===== config.mk =====
export PLATFORM = sky130hd
export DESIGN_NAME = cpu_address_generation
export DESIGN_NICKNAME = d
export VERILOG_FILES = /design/src/hdl/cpu_addr_pkg.sv /design/src/hdl/cpu_address_generation.sv /design/src/hdl/code_addr_former.sv /design/src/hdl/data_page_xlate.sv
export SDC_FILE = /design/constraint.sdc
export NUM_CORES = 1
export LEC_CHECK = 0
export BUFFER_PORTS_ARGS = -buffer_cell sky130_fd_sc_hd__buf_2
export CAP_MARGIN = 0
export CORE_AREA = 2 2 148 150
export CTS_CLUSTER_SIZE = 24
export DETAILED_ROUTE_END_ITERATION = 8
export DIE_AREA = 0 0 150 152
export GPL_ROUTABILITY_DRIVEN = 0
export PLACE_DENSITY_LB_ADDON = 0.1
export SLEW_MARGIN = 30
export SYNTH_ARGS = -nofsm -noshare
export SYNTH_HDL_FRONTEND = slang
export SYNTH_SLANG_ARGS = --single-unit

===== constraint.sdc =====
create_clock -name i_clk -period 2.28 [get_ports i_clk]
set_input_delay 0.456 -clock i_clk [delete_from_list [all_inputs] [get_ports i_clk]]
set_output_delay 0.456 -clock i_clk [all_outputs]
set_load 0.005 [all_outputs]

===== src/hdl/cpu_addr_pkg.sv =====
// constants, field layouts and carriers for cpu address generation
package cpu_addr_pkg;

  // word and field widths
  localparam int IP_W    = 16;
  localparam int SEG_W   = 8;
  localparam int PAGE_W  = 10;
  localparam int OFS_W   = 14;
  localparam int PADDR_W = 24;
  localparam int NUM_DPP = 4;
  localparam int LVL_W   = 4;
  localparam int SWID_W  = 4;
  localparam int SFR_W   = 16;

  // reset values and the top priority level
  localparam logic [IP_W-1:0]   IP_RESET  = 16'h0000;
  localparam logic [SEG_W-1:0]  CSP_RESET = 8'h00;
  localparam logic [LVL_W-1:0]  LVL_RESET = 4'h0;
  localparam logic [LVL_W-1:0]  LVL_MAX   = 4'hF;
  localparam logic              IEN_RESET = 1'b0;
  localparam logic [PAGE_W-1:0] DATA_PAGE_SELECT_0_RESET = 10'h000;
  localparam logic [PAGE_W-1:0] DATA_PAGE_SELECT_1_RESET = 10'h001;
  localparam logic [PAGE_W-1:0] DATA_PAGE_SELECT_2_RESET = 10'h002;
  localparam logic [PAGE_W-1:0] DATA_PAGE_SELECT_3_RESET = 10'h003;
  localparam logic [NUM_DPP-1:0][PAGE_W-1:0] DPP_RESET =
    {DATA_PAGE_SELECT_3_RESET, DATA_PAGE_SELECT_2_RESET, DATA_PAGE_SELECT_1_RESET, DATA_PAGE_SELECT_0_RESET};

  // field positions of the status word on the sfr port, and non-segmented page width
  localparam int IEN_BIT  = 11;
  localparam int LVL_LSB  = 12;
  localparam int NSEG_PG  = 2;  // page bits kept in non-segmented mode

  // sfr selector seen by the instruction unit
  typedef enum logic [2:0] {
    SFR_DATA_PAGE_SELECT_0 = 3'h0,
    SFR_DATA_PAGE_SELECT_1 = 3'h1,
    SFR_DATA_PAGE_SELECT_2 = 3'h2,
    SFR_DATA_PAGE_SELECT_3 = 3'h3,
    SFR_CSP  = 3'h4,
    SFR_PSW  = 3'h5
  } sfr_sel_t;

  // far target: segment plus offset
  typedef struct packed {
    logic [SEG_W-1:0] seg;
    logic [IP_W-1:0]  ofs;
  } far_target_t;

  // one data access request
  typedef struct packed {
    logic [IP_W-1:0]    addr16;
    logic [PADDR_W-1:0] addr24;   // used when translation is bypassed
    logic               extended; // extended-addressing override
    logic               peripheral_event_transfer;      // peripheral_event_transfer
    logic               external;
  } data_req_t;

  // mask of the lowest w segment pins
  function automatic logic [SEG_W-1:0] seg_mask(input logic [SWID_W-1:0] w);
    logic [SEG_W:0] m;
    m = '0;
    for (int b = 0; b < SEG_W; b++) begin
      if (b < int'(w)) begin
        m[b] = 1'b1;
      end
    end
    return m[SEG_W-1:0];
  endfunction

endpackage


===== src/hdl/cpu_address_generation.sv =====
// address generation and interrupt status of the cpu core
//
// Behaviour
// - maskable interrupts granted only while global enable set; nmi always
// - four-bit priority loaded on entry, software writable
// - level 15 admits only traps and nmi
// - reset clears enable, priority becomes zero
// - instruction offset 16-bit, unmapped, indirect change
// - offset advances on fetch, branches; resets zero
// - code segment low 8 bits, upper reserved
// - segmented code address is segment over offset
// - segmented code access drives segment pins
// - non-segmented code stays in segment zero
// - code segment read-only to data writes
// - interrupt or trap clears code segment
// - four page registers, 10-bit page, reserved upper
// - long accesses translated except override and pec
// - top two bits pick page over 14 bits
// - reset gives identity map of pages 3..0
// - non-segmented mode uses two page bits
// - segmented data access drives page bits out
// - page write lags one instruction for operands
module cpu_address_generation
  import cpu_addr_pkg::*;
#(
  parameter int SEG_PINS = 8
)(
  // clock and reset
  input  wire logic                        i_clk,
  input  wire logic                        i_rst,
  // memory mode
  input  wire logic                        i_segmented,
  input  wire logic [SWID_W-1:0]           i_segment_width_setting,
  // instruction flow
  input  wire logic                        i_instr_start,
  input  wire logic                        i_fetch,
  input  wire logic [IP_W-1:0]             i_fetch_len,
  input  wire logic                        i_branch,
  input  wire logic [IP_W-1:0]             i_branch_ofs,
  input  wire logic                        i_far_jump,
  input  wire cpu_addr_pkg::far_target_t   i_far_target,
  input  wire logic                        i_far_pop,
  input  wire cpu_addr_pkg::far_target_t   i_pop_target,
  input  wire logic                        i_irq_accept,
  input  wire logic                        i_trap_exec,
  input  wire logic [IP_W-1:0]             i_vector_ofs,
  input  wire logic [LVL_W-1:0]            i_accept_level,
  // special function register port
  input  wire logic                        i_sfr_wr,
  input  wire cpu_addr_pkg::sfr_sel_t      i_sfr_sel,
  input  wire logic [SFR_W-1:0]            i_sfr_wdata,
  output logic      [SFR_W-1:0]            o_sfr_rdata,
  // interrupt arbitration
  input  wire logic                        i_irq_req,
  input  wire logic [LVL_W-1:0]            i_irq_req_level,
  input  wire logic                        i_nmi_req,
  output logic                             o_irq_grant,
  output logic                             o_global_irq_enable,
  output logic      [LVL_W-1:0]            o_cpu_priority_level,
  // data access
  input  wire logic                        i_data_valid,
  input  wire cpu_addr_pkg::data_req_t     i_data_req,
  output logic                             o_data_valid,
  output logic      [PADDR_W-1:0]          o_data_addr,
  // code access and segment pins
  input  wire logic                        i_code_ext,
  output logic      [PADDR_W-1:0]          o_code_addr,
  output logic      [SEG_PINS-1:0]         o_seg_pins
);
  import cpu_addr_pkg::*;

  // refuse pin counts the segment field cannot feed
  if (SEG_PINS < 1 || SEG_PINS > SEG_W) begin : g_bad_pins
    $error("SEG_PINS must lie between 1 and the segment width");
  end

  logic                             global_irq_enable;
  logic [LVL_W-1:0]                 cpu_priority_level;
  logic [IP_W-1:0]                  instruction_offset;
  logic [SEG_W-1:0]                 code_segment_select;
  logic [NUM_DPP-1:0][PAGE_W-1:0]   data_page_select;
  logic [NUM_DPP-1:0][PAGE_W-1:0]   dpp_stage;
  logic [NUM_DPP-1:0][PAGE_W-1:0]   dpp_eff;
  logic [PADDR_W-1:0]               next_code_addr;
  logic [PADDR_W-1:0]               next_data_addr;
  logic [PAGE_W-1:0]                data_page;
  logic                             accept;
  logic                             maskable_ok;
  logic [SEG_W-1:0]                 pin_mask;

  assign accept      = i_irq_accept || i_trap_exec;
  assign pin_mask    = seg_mask(i_segment_width_setting);
  // a maskable request wins only above current level
  assign maskable_ok = global_irq_enable && i_irq_req
                       && (i_irq_req_level > cpu_priority_level);

  // global enable and priority level
  always_ff @(posedge i_clk) begin
    if (i_rst) begin
      global_irq_enable  <= IEN_RESET;
      cpu_priority_level <= LVL_RESET;
    end else if (i_irq_accept) begin
      cpu_priority_level <= i_accept_level;
    end else if (i_sfr_wr && i_sfr_sel == SFR_PSW) begin
      global_irq_enable  <= i_sfr_wdata[IEN_BIT];
      cpu_priority_level <= i_sfr_wdata[LVL_LSB +: LVL_W];
    end
  end

  // interrupt grant to the controller
  always_ff @(posedge i_clk) begin
    if (i_rst) begin
      o_irq_grant <= 1'b0;
    end else begin
      o_irq_grant <= i_nmi_req || maskable_ok;
    end
  end

  // instruction offset: no sfr path reaches it
  always_ff @(posedge i_clk) begin
    if (i_rst) begin
      instruction_offset <= IP_RESET;
    end else if (accept) begin
      instruction_offset <= i_vector_ofs;
    end else if (i_far_pop) begin
      instruction_offset <= i_pop_target.ofs;
    end else if (i_far_jump) begin
      instruction_offset <= i_far_target.ofs;
    end else if (i_branch) begin
      instruction_offset <= i_branch_ofs;
    end else if (i_fetch) begin
      instruction_offset <= instruction_offset + i_fetch_len;
    end
  end

  // code segment: far ops and pops only, cleared on accept
  always_ff @(posedge i_clk) begin
    if (i_rst) begin
      code_segment_select <= CSP_RESET;
    end else if (accept) begin
      code_segment_select <= CSP_RESET;
    end else if (i_far_pop) begin
      code_segment_select <= i_pop_target.seg;
    end else if (i_far_jump) begin
      code_segment_select <= i_far_target.seg;
    end
  end

  // data page registers written through the sfr port
  always_ff @(posedge i_clk) begin
    if (i_rst) begin
      data_page_select <= DPP_RESET;
    end else if (i_sfr_wr && i_sfr_sel <= SFR_DATA_PAGE_SELECT_3) begin
      data_page_select[i_sfr_sel[1:0]] <= i_sfr_wdata[PAGE_W-1:0];
    end
  end

  // operand pages take a write at the second instruction boundary after it
  always_ff @(posedge i_clk) begin
    if (i_rst) begin
      dpp_stage <= DPP_RESET;
      dpp_eff   <= DPP_RESET;
    end else if (i_instr_start) begin
      dpp_stage <= data_page_select;
      dpp_eff   <= dpp_stage;
    end
  end

  // address formers
  code_addr_former u_code (
    .i_ofs       (instruction_offset),
    .i_seg       (code_segment_select),
    .i_segmented (i_segmented),
    .o_addr      (next_code_addr)
  );

  data_page_xlate u_data (
    .i_dpp       (dpp_eff),
    .i_req       (i_data_req),
    .i_segmented (i_segmented),
    .o_addr      (next_data_addr),
    .o_page      (data_page)
  );

  // registered code address
  always_ff @(posedge i_clk) begin
    if (i_rst) begin
      o_code_addr <= '0;
    end else begin
      o_code_addr <= next_code_addr;
    end
  end

  // registered data address
  always_ff @(posedge i_clk) begin
    if (i_rst) begin
      o_data_valid <= 1'b0;
      o_data_addr  <= '0;
    end else begin
      o_data_valid <= i_data_valid;
      if (i_data_valid) begin
        o_data_addr <= next_data_addr;
      end
    end
  end

  // segment pins: data access wins over code access
  always_ff @(posedge i_clk) begin
    if (i_rst || !i_segmented) begin
      o_seg_pins <= '0;
    end else if (i_data_valid && i_data_req.external) begin
      o_seg_pins <= SEG_PINS'(next_data_addr[PADDR_W-1 -: SEG_W] & pin_mask);
    end else if (i_code_ext) begin
      o_seg_pins <= SEG_PINS'(code_segment_select & pin_mask);
    end
  end

  // status and sfr read-back; offset is not readable
  always_ff @(posedge i_clk) begin
    if (i_rst) begin
      o_global_irq_enable  <= IEN_RESET;
      o_cpu_priority_level <= LVL_RESET;
      o_sfr_rdata          <= '0;
    end else begin
      o_global_irq_enable  <= global_irq_enable;
      o_cpu_priority_level <= cpu_priority_level;
      unique case (i_sfr_sel)
        SFR_DATA_PAGE_SELECT_0, SFR_DATA_PAGE_SELECT_1, SFR_DATA_PAGE_SELECT_2, SFR_DATA_PAGE_SELECT_3: begin
          o_sfr_rdata <= SFR_W'(data_page_select[i_sfr_sel[1:0]]);
        end
        SFR_CSP: begin
          o_sfr_rdata <= SFR_W'(code_segment_select);
        end
        SFR_PSW: begin
          o_sfr_rdata <= '0;
          o_sfr_rdata[IEN_BIT] <= global_irq_enable;
          o_sfr_rdata[LVL_LSB +: LVL_W] <= cpu_priority_level;
        end
        default: begin
          o_sfr_rdata <= '0;
        end
      endcase
    end
  end
endmodule


===== src/hdl/code_addr_former.sv =====
// code address former: offset extended by segment number
module code_addr_former
  import cpu_addr_pkg::*;
(
  // inputs
  input  wire logic [IP_W-1:0]    i_ofs,
  input  wire logic [SEG_W-1:0]   i_seg,
  input  wire logic               i_segmented,
  // result
  output logic      [PADDR_W-1:0] o_addr
);
  // segment forced to zero when segmentation is off
  always_comb begin
    if (i_segmented) begin
      o_addr = {i_seg, i_ofs};
    end else begin
      o_addr = {CSP_RESET, i_ofs};
    end
  end
endmodule


===== src/hdl/data_page_xlate.sv =====
// data page translation of a long 16-bit address
module data_page_xlate
  import cpu_addr_pkg::*;
(
  // inputs
  input  wire logic [NUM_DPP-1:0][PAGE_W-1:0] i_dpp,
  input  wire data_req_t                      i_req,
  input  wire logic                           i_segmented,
  // results
  output logic      [PADDR_W-1:0]             o_addr,
  output logic      [PAGE_W-1:0]              o_page
);
  logic [1:0] sel;

  assign sel = i_req.addr16[IP_W-1 -: 2];

  // page above offset; bypassed for override and pec moves
  always_comb begin
    o_page = i_dpp[sel];
    if (!i_segmented) begin
      o_page = {{(PAGE_W-NSEG_PG){1'b0}}, i_dpp[sel][NSEG_PG-1:0]};
    end
    if (i_req.extended || i_req.peripheral_event_transfer) begin
      o_addr = i_req.addr24;
    end else begin
      o_addr = {o_page, i_req.addr16[OFS_W-1:0]};
    end
  end
endmodule


==> results.sh, run 1 <==
export IMPL_outcome="finished, final reports clean"
export IMPL_rsz0062_at_grt="no"
export IMPL_r2r_start="instruction_offset[0]"
export IMPL_p_leak_nw=5.57
export IMPL_gr_total_overflow=0
export IMPL_drv_cap=0
export IMPL_wl_per_cell_um=17.6
export IMPL_track_usage=0.246
export IMPL_port_buffers=261
export IMPL_fin_ws_ns=0.126
export IMPL_antenna_found_initial=3
export IMPL_final_max_slew_viol_count=0
export IMPL_synth_area_per_cell_um2=9.13
export IMPL_fin_crit_sh=0.945
export IMPL_drt_iter0_markers=552
export IMPL_synth_ff_type="dfxtp_1"
export IMPL_worstSetupPathType="register to register"
export IMPL_synth_fp_nets=1300
export IMPL_dpl_instance_area_mm2=0.0117
export IMPL_synthesis_area_mm2=0.0100
export IMPL_hpwl_mm=21.0
export IMPL_die_x_um=150
export IMPL_layout_drive_gt1_share=0.282
export IMPL_cp_start_kind="register"
export IMPL_htree_levels=1
export IMPL_relSlewSlack=0.401
export IMPL_yosys_register_bits=227
export IMPL_yosysWarnings=0
export IMPL_final_common_cell="buf_2"
export IMPL_rows=54
export IMPL_die_h_um=152
export IMPL_clk_pin_slew_worst_paths_ns=0.06
export IMPL_cts_hold_buf=0
export IMPL_startpoint="instruction_offset[0]"
export IMPL_drc=0
export IMPL_cts_root_buf="clkbuf_16"
export IMPL_cp_endpoint="instruction_offset[14]"
export IMPL_peakVddDrop_uv=552
export IMPL_synth_yosys_seq_area_share=0.454
export IMPL_synth_area_leaders="dfxtp_1 45%, mux2i_1 8.7%, nor2_1 6.1%, nand2_1 5.6%, mux4_2 4.5%"
export IMPL_dp_worst_setup_slack_ns=-0.186
export IMPL_grt_pass1_vias=8251
export IMPL_fin_nets=1550
export IMPL_ys_types=70
export IMPL_cts_tree="yes"
export IMPL_min_path_type="primary input to register"
export IMPL_finalHoldViolCount=0
export IMPL_die_area_mm2=0.0228
export IMPL_grt_pass1_wl_mm=45.0
export IMPL_synth_top_area_share=0.454
export IMPL_arrival_ns=2.56
export IMPL_r2r_end="instruction_offset[14]"
export IMPL_syn_inst=1095
export IMPL_reg2reg_depth=9
export IMPL_start_util=0.468
export IMPL_cts_max_path_buffers=3
export IMPL_r2r_slack_ns=0.13
export IMPL_holdPathStages=3
export IMPL_setup_viol=0
export IMPL_multi_input_comb_area_mm2=0.00512
export IMPL_wl_mm=29.0
export IMPL_async_reset_ff_frac=0
export IMPL_firstDrtPassIters=7
export IMPL_clkLatencyLatePin_ns=0.52
export IMPL_worst_pin_slew_ns=0.897
export IMPL_core_area_mm2=0.0214
export IMPL_crit_fanout=4
export IMPL_yosysTopAreaCell="dfxtp_1"
export IMPL_synth_edf_count=0
export IMPL_regArea_mm2=0.00454
export IMPL_vias=8877
export IMPL_numCtsBuffers=25
export IMPL_grt_start_max_net_pins=65
export IMPL_final_area_mm2=0.0126
export IMPL_cts_num_sinks=227
export IMPL_viasPerCell=5.39
export IMPL_ant_nets=0
export IMPL_fin_crit_ns=2.15
export IMPL_worst_ep_required_time_ns=2.69
export IMPL_end_kind="register"
export IMPL_syn2layout_area_growth_pct=25.6
export IMPL_max_freq_ghz=0.464
export IMPL_power_density_mw_per_mm2=747
export IMPL_final_cell_mix="259 x buf_2, 227 x dfxtp_1, 163 x nor2_1"
export IMPL_finClkSkew_ns=0.00804
export IMPL_fillers=1949
export IMPL_io_pins=264
-- critical path, cell delays in order, from the launching register on --
cell,delay (ns)
dfxtp_1,0.32
ha_1,0.22
fa_2,0.35
a21o_1,0.22
nand3_2,0.11
a31oi_4,0.13
a21oi_4,0.22
o31ai_4,0.09
xnor2_1,0.13
o31a_1,0.27
-- cell type report --
type,instances,area share
multi-input combinational,781,0.408
sequential,227,0.362
timing repair buffer,300,0.133
clock buffer,32,0.0535
tap,280,0.0279
clock inverter,14,0.0125
inverter,10,0.00299
antenna,3,0.000598
-- how the worst min path moves through the flow --
stage                   from          end  slack [ns]
3_5_place_dp   dpp_stage[10]  dpp_eff[10]        0.45
4_1_cts            i_nmi_req  o_irq_grant        0.14
5_1_grt            i_nmi_req  o_irq_grant        0.14
3_3_place_gp   dpp_stage[21]  dpp_eff[21]        0.44
2_1_floorplan  dpp_stage[30]  dpp_eff[30]        0.43
6_report           i_nmi_req  o_irq_grant        0.16
-- per-stage QoR --
stage | std cells | setup TNS, ns | total power, W | util | hold slack, ns
5_1_grt | 1647 | 0 | 0.00976 | 0.588 | 0.136
3_3_place_gp | 1598 | -0.795 | 0.00538 | 0.548 | 0.440
4_1_cts | 1644 | 0 | 0.00947 | 0.587 | 0.138
6_report | 1647 | 0 | 0.00939 | 0.588 | 0.158
3_5_place_dp | 1598 | -1.06 | 0.00539 | 0.548 | 0.447
2_1_floorplan | 1095 | 0 | 0.00492 | - | 0.427
-- layer usage --
| layer | up-vias | GRT usage | routed length [µm] |
|---|---|---|---|
| met5 | - | 0 | 0 |
| met4 | 0 | 0.0728 | 828 |
| met3 | 56 | 0.0351 | 1660 |
| met2 | 267 | 0.401 | 13500 |
| met1 | 4182 | 0.338 | 13000 |
| li1 | 4372 | - | - |
-- logic make-up (layout without fill, tap and decap cells) --
kind of cell / count (synthesis) / after routing / share of synthesized area
AND/OR/NAND/NOR: 414 / 414 / 0.183
buffers and inverters: 87 / 356 / 0.0352
adder cells (fa/ha/maj): 20 / 20 / 0.0258
flip-flops: 227 / 227 / 0.454
XOR/XNOR: 13 / 13 / 0.0114
other: 1 / 4 / 0.000375
multiplexers: 107 / 107 / 0.132
AO/OA/AOI/OAI: 226 / 226 / 0.157
-- report_power, final --
part,internal [W],switching [W]
Clock,0.00243,0.00164
Combinational,0.000530,0.000633
Sequential,0.00409,0.0000700
Total,0.00705,0.00234
-- state kept, by name (all words and copies together) (netlist names), 4 cells and up --
| name | flops |
|---|---|
| data_page_select | 40 |
| o_code_addr | 24 |
| o_cpu_priority_level | 4 |
| code_segment_select | 8 |
| instruction_offset | 16 |
| o_sfr_rdata | 15 |
| dpp_stage | 40 |
| dpp_eff | 40 |
| o_seg_pins | 8 |
| cpu_priority_level | 4 |
| o_data_addr | 24 |
-- synthesized netlist by cell type, types with 4 or more instances --
cell type	n
o21ai_1	5
nor3_1	11
nand2_1	149
a211o_1	9
a21o_1	6
nand2b_1	5
mux2i_1	87
clkbuf_1	50
o21ai_0	13
a21oi_1	76
o211ai_1	13
xor2_1	5
nand3b_1	7
a311oi_1	17
mux4_2	20
a22o_1	8
a211oi_1	14
nor2_1	163
ha_1	19
and3_1	5
a221oi_1	9
or3_1	4
dfxtp_1	227
o22ai_1	8
and2_1	16
o21a_1	4
a22oi_1	11
buf_2	17
inv_1	8
or2_2	4
buf_1	9
xnor2_1	8
nor2b_1	30
o2bb2ai_1	7
-- repair_timing --
action / 4_1_cts / 5_1_grt
resized for setup: 0 / 4
buffers inserted: 0 / 0
setup endpoints to repair: 0 / 7
Note: power is estimated with default switching activity, not from simulation.
==> run 2: changes to the inputs <==
CORE_AREA = 2 2 176 126   (was 2 2 148 150)
DIE_AREA = 0 0 178 128   (was 0 0 150 152)
==> run 2 against run 1 <==
Clock-buffer cell count rose by 4. Critical path depth did not move. Sequential share of layout area fell by 0.076 points. Global-route usage rose by 0.17 points. Cell area rose by 0.24%. Worst setup slack got worse by 0.064 ns. Critical path type unchanged. Core utilization rose by 0.48 points. Via count fell by 0.23%. Total power fell by 2.1%. Cell count rose by 0.30%.
==> results.sh, run 2 (synthesis gave the netlist of run 1 again) <==
export IMPL_outcome="finished, final reports clean"
export IMPL_whs_ns=0.168
export IMPL_die_h_um=128
export IMPL_wl_per_cell_um=17.5
export IMPL_final_cell_mix="259 x buf_2, 226 x dfxtp_1, 163 x nor2_1"
export IMPL_wl_mm=28.9
export IMPL_finClkSkew_ns=0.0144
export IMPL_vias=8857
export IMPL_min_path_type="primary input to register"
export IMPL_cp_start_kind="register"
export IMPL_finalSetupTns_ns=0
export IMPL_fin_crit_ns=2.22
export IMPL_worst_pin_slew_ns=0.944
export IMPL_die_x_um=178
export IMPL_r2r_end="instruction_offset[14]"
export IMPL_multi_input_comb_area_mm2=0.00515
export IMPL_max_freq_ghz=0.451
export IMPL_finalHoldViolCount=0
export IMPL_layout_drive_gt1_share=0.286
export IMPL_gr_total_overflow=0
export IMPL_hp_start="i_nmi_req"
export IMPL_fin_nets=1558
export IMPL_cts_max_path_buffers=3
export IMPL_io_pins=264
export IMPL_drv_cap=0
export IMPL_r2r_start="instruction_offset[0]"
export IMPL_final_area_mm2=0.0126
export IMPL_antenna_found_initial=1
export IMPL_p_leak_nw=5.59
export IMPL_drt_iter0_markers=705
export IMPL_syn2layout_area_growth_pct=25.9
export IMPL_p_total_w=0.00919
export IMPL_fin_crit_sh=0.973
export IMPL_grt_start_max_net_pins=66
export IMPL_core_area_mm2=0.0212
export IMPL_end_kind="register"
export IMPL_clk_pin_slew_worst_paths_ns=0.06
export IMPL_worstHoldEndpoint="o_irq_grant"
export IMPL_crit_fanout=4
export IMPL_start_util=0.471
export IMPL_viasPerCell=5.36
export IMPL_regArea_mm2=0.00455
export IMPL_grt_pass1_vias=8036
export IMPL_cts_root_buf="clkbuf_16"
export IMPL_arrival_ns=2.62
export IMPL_cpPeakStageDelay_ns=0.35
export IMPL_cts_tree="yes"
export IMPL_htree_levels=1
export IMPL_worst_ep_required_time_ns=2.68
export IMPL_grt_pass1_wl_mm=44.4
export IMPL_power_density_mw_per_mm2=730
export IMPL_r2r_slack_ns=0.06
export IMPL_final_max_slew_viol_count=0
export IMPL_cts_num_sinks=227
export IMPL_fillers=1883
export IMPL_die_area_mm2=0.0228
export IMPL_hpwl_mm=20.8
export IMPL_antenna_cells=0
export IMPL_top_regs="data_page_select x40, dpp_eff x40, dpp_stage x40"
export IMPL_numCtsBuffers=24
export IMPL_crit_chain="ha_4, fa_2, a21o_1, nand3_2, a31oi_4, a21oi_4, o31ai_4, xnor2_2, o31a_1"
export IMPL_setup_viol=0
export IMPL_final_common_cell="buf_2"
export IMPL_drc=0
export IMPL_peakVddDrop_uv=638
export IMPL_worstSetupPathType="register to register"
export IMPL_track_usage=0.247
export IMPL_port_buffers=261
export IMPL_reg2reg_depth=9
export IMPL_rows=45
export IMPL_firstDrtPassIters=5
export IMPL_dpl_instance_area_mm2=0.0117
export IMPL_clkLatencyLatePin_ns=0.52
export IMPL_ant_nets=0
export IMPL_cpMaxStageDelayCell="dfxtp_2"
export IMPL_relSlewSlack=0.369
export IMPL_holdPathStages=3
-- run 2: critical path: cells and delay by family, from the launching register on --
family	cells	cell delay [ns]
AO/OA/AOI/OAI	5	1.14
flip-flops	1	0.35
adder cells (fa/ha/maj)	2	0.35
AND/OR/NAND/NOR	1	0.13
XOR/XNOR	1	0.12
-- run 2: area by class of cell --
type                       count  area share
sequential                   227       0.361
multi-input combinational    781       0.409
timing repair buffer         309       0.138
inverter                      10     0.00298
clock buffer                  36      0.0553
tap                          282      0.0280
clock inverter                 7     0.00566
-- run 2: per-layer routing --
metal / GRT usage / vias to the layer above / wire length (µm)
met5: 0 / - / 13
met4: 0.0550 / 2 / 601
met3: 0.0451 / 46 / 2210
met2: 0.369 / 313 / 12100
met1: 0.371 / 4111 / 14000
li1: - / 4385 / -
-- run 2: worst max-delay path by stage --
stage	start	endpoint	slack, ns	cells past startpoint
after detailed placement	i_fetch_len[0]	instruction_offset[14]	-0.26	10
after global placement	i_fetch_len[0]	instruction_offset[14]	-0.24	10
final	instruction_offset[0]	instruction_offset[14]	0.06	9
after global routing	instruction_offset[0]	instruction_offset[14]	-0.03	9
after floorplan	i_fetch_len[0]	instruction_offset[14]	0.02	9
after CTS	instruction_offset[0]	instruction_offset[12]	-0.01	9
-- run 2: where the power goes --
group / total (W) / switching, W / internal (W)
logic: 0.00120 / 0.000644 / 0.000552
clock network: 0.00383 / 0.00160 / 0.00223
registers: 0.00416 / 0.0000716 / 0.00409
-- run 2: through the flow --
stage	worst slack [ns]	utilization	instances
after global placement	-0.238	0.553	1605
after detailed placement	-0.257	0.553	1605
after CTS	-0.0148	0.590	1648
after global routing	-0.0300	0.593	1652
after floorplan	0.0207	-	1095
final	0.0620	0.593	1652
-- run 2: what timing repair did --
action / 4_1_cts / 5_1_grt
gates resized for setup: 1 / 9
buffers inserted: 0 / 4
pin swaps: 1 / 8
hold buffers: 0 / 0
endpoints found under the setup margin: 2 / 6
==> run 3: changes to the inputs <==
CORE_AREA = 2 2 180 129   (was 2 2 176 126)
DIE_AREA = 0 0 182 131   (was 0 0 178 128)
SYNTH_HIERARCHICAL = 1   (was not set)
==> run 3 against run 2 <==
Sequential share of layout area decreased by 1.1 points. Sequential power about the same. Fmax increased by 3.1%. Clock power increased by 7.3%. Total power increased by 3.3%. Critical path depth decreased by 1. Worst hold slack improved by 0.0079 ns. Highest routed layer unchanged. Clock skew decreased by 0.0039 ns. Largest cell class unchanged. Via count increased by 2.5%. Global-route usage increased by 0.61 points.
==> results.sh, run 3 <==
export IMPL_numCtsBuffers=24
export IMPL_min_path_type="primary input to register"
export IMPL_final_area_mm2=0.0130
export IMPL_fin_crit_sh=0.943
export IMPL_intPower_w=0.00717
export IMPL_peakVddDrop_uv=538
export IMPL_fin_crit_ns=2.15
export IMPL_final_cells=1699
export IMPL_synth_fp_nets=1343
export IMPL_start_util=0.469
export IMPL_worst_pin_slew_ns=0.853
export IMPL_relSlewSlack=0.427
export IMPL_synthesis_area_mm2=0.0104
export IMPL_cts_root_buf="clkbuf_16"
export IMPL_p_sw_frac=0.245
export IMPL_finalHoldViolCount=0
export IMPL_end_kind="register"
export IMPL_grtUsageMet1=0.364
export IMPL_antenna_found_initial=5
export IMPL_combinationalPowerShare=0.129
export IMPL_clk_pin_slew_worst_paths_ns=0.06
export IMPL_drt_iter0_markers=650
export IMPL_arrival_ns=2.54
export IMPL_die_area_mm2=0.0238
export IMPL_final_max_slew_viol_count=0
export IMPL_syn_inst=1138
export IMPL_busiest_layer="met2"
export IMPL_p_leak_nw=5.93
export IMPL_ant_nets=0
export IMPL_whs_ns=0.176
export IMPL_setup_viol=0
export IMPL_rsz0062_at_grt="no"
export IMPL_yosysWarnings=6
export IMPL_multi_input_comb_area_mm2=0.00543
export IMPL_regArea_mm2=0.00454
export IMPL_gr_total_overflow=0
export IMPL_worst_ep_required_time_ns=2.67
export IMPL_drc=0
export IMPL_clock_power_share=0.433
export IMPL_die_x_um=182
export IMPL_outcome="finished, final reports clean"
export IMPL_grt_start_max_net_pins=59
export IMPL_max_freq_ghz=0.465
export IMPL_die_h_um=131
export IMPL_track_usage=0.253
export IMPL_clkLatencyLatePin_ns=0.52
export IMPL_synth_area_per_cell_um2=9.16
export IMPL_crit_fanout=4
export IMPL_power_switching_w=0.00233
export IMPL_top_regs="data_page_select x40, dpp_eff x40, dpp_stage x40"
export IMPL_port_buffers=261
export IMPL_rows=46
export IMPL_pwr_share_seq=0.438
export IMPL_final_cell_mix="259 x buf_2, 227 x dfxtp_1, 174 x nor2_1"
export IMPL_cts_max_path_buffers=3
export IMPL_cp_start_kind="register"
export IMPL_io_pins=264
export IMPL_fin_ws_ns=0.130
export IMPL_hp_start="i_pop_target[23]"
export IMPL_fillers=2037
export IMPL_viasPerCell=5.34
export IMPL_cts_hold_buf=0
export IMPL_drv_cap=0
export IMPL_cts_tree="yes"
export IMPL_dpl_instance_area_mm2=0.0121
export IMPL_dp_cells=1654
export IMPL_p_total_w=0.00949
export IMPL_grt_pass1_vias=8243
export IMPL_cts_num_sinks=227
export IMPL_wl_per_cell_um=18.2
export IMPL_core_area_mm2=0.0222
export IMPL_worstSetupPathType="register to register"
export IMPL_final_common_cell="buf_2"
export IMPL_grt_pass1_wl_mm=47.0
export IMPL_firstDrtPassIters=5
export IMPL_dp_worst_setup_slack_ns=-0.392
export IMPL_startpoint="instruction_offset[1]"
export IMPL_vias=9080
export IMPL_power_density_mw_per_mm2=731
export IMPL_wl_mm=30.9
export IMPL_grtUsageMet2=0.385
export IMPL_htree_levels=1
export IMPL_hpwl_mm=23.3
export IMPL_reg2reg_depth=8
export IMPL_holdPathStages=3
export IMPL_met3_usage=0.0518
export IMPL_layout_drive_gt1_share=0.284
export IMPL_fin_nets=1597
export IMPL_r2r_start="instruction_offset[1]"
export IMPL_syn2layout_area_growth_pct=24.6
export IMPL_finClkSkew_ns=0.0105
-- run 3: changes by cell type in the layout (fill, tap and decap cells not counted), moves of 11 or more --
| cell | before | now |
|---|---|---|
| a311oi_1 | 17 | 5 |
| mux2_2 | 0 | 17 |
| mux2i_1 | 87 | 116 |
| nand2_1 | 149 | 120 |
| nor2_1 | 163 | 174 |
| o21ai_0 | 13 | 26 |
-- run 3: worst paths after layout --
path / end / slack [ns]
worst min-delay path: code_segment_select[7] / 0.18
worst min register to register: dpp_eff[10] / 0.45
worst max register to register: instruction_offset[9] / 0.13
worst max-delay path: instruction_offset[9] / 0.13
-- run 3: metal layers --
metal	up-vias	part of all wire
met3	59	0.074
met2	318	0.42
met5	-	0.00023
met1	4215	0.48
met4	2	0.029
li1	4486	-
-- run 3: timing repair --
item | CTS | global route
pin swaps | 1 | 3
endpoints found under the setup margin | 3 | 3
setup buffers | 0 | 0
gates resized for setup | 4 | 3
-- run 3: layout make-up --
| type | instances | share of cell area |
|---|---|---|
| multi-input cells | 811 | 0.418 |
| flip-flops and latches | 227 | 0.350 |
| repair buffers | 314 | 0.136 |
| clock buffers | 31 | 0.0515 |
| well taps | 288 | 0.0278 |
| clock inverters | 10 | 0.0119 |
| inverters | 14 | 0.00405 |
| diodes | 4 | 0.000771 |
-- run 3: power by group through the flow --
stage	Combinational, W	Sequential [W]	Clock, W
5_1_grt	0.00134	0.00417	0.00434
6_report	0.00122	0.00416	0.00411
3_3_place_gp	0.00118	0.00424	0
3_5_place_dp	0.00120	0.00424	0
4_1_cts	0.00121	0.00416	0.00418
2_1_floorplan	0.000740	0.00423	0
-- run 3: critical path, cell delays in order (launching register included) --
cell      delay (ns)
dfxtp_1         0.33
buf_4           0.14
ha_1            0.26
a21o_1          0.18
and4_1          0.27
o211a_1         0.26
or3_1           0.35
a21oi_1         0.16
a311oi_1        0.06
-- run 3: stage by stage --
stage,setup TNS (ns),util
6_report,0,0.584
5_1_grt,0,0.584
4_1_cts,0,0.583
3_5_place_dp,-1.87,0.545
3_3_place_gp,-1.69,0.545
2_1_floorplan,0,-
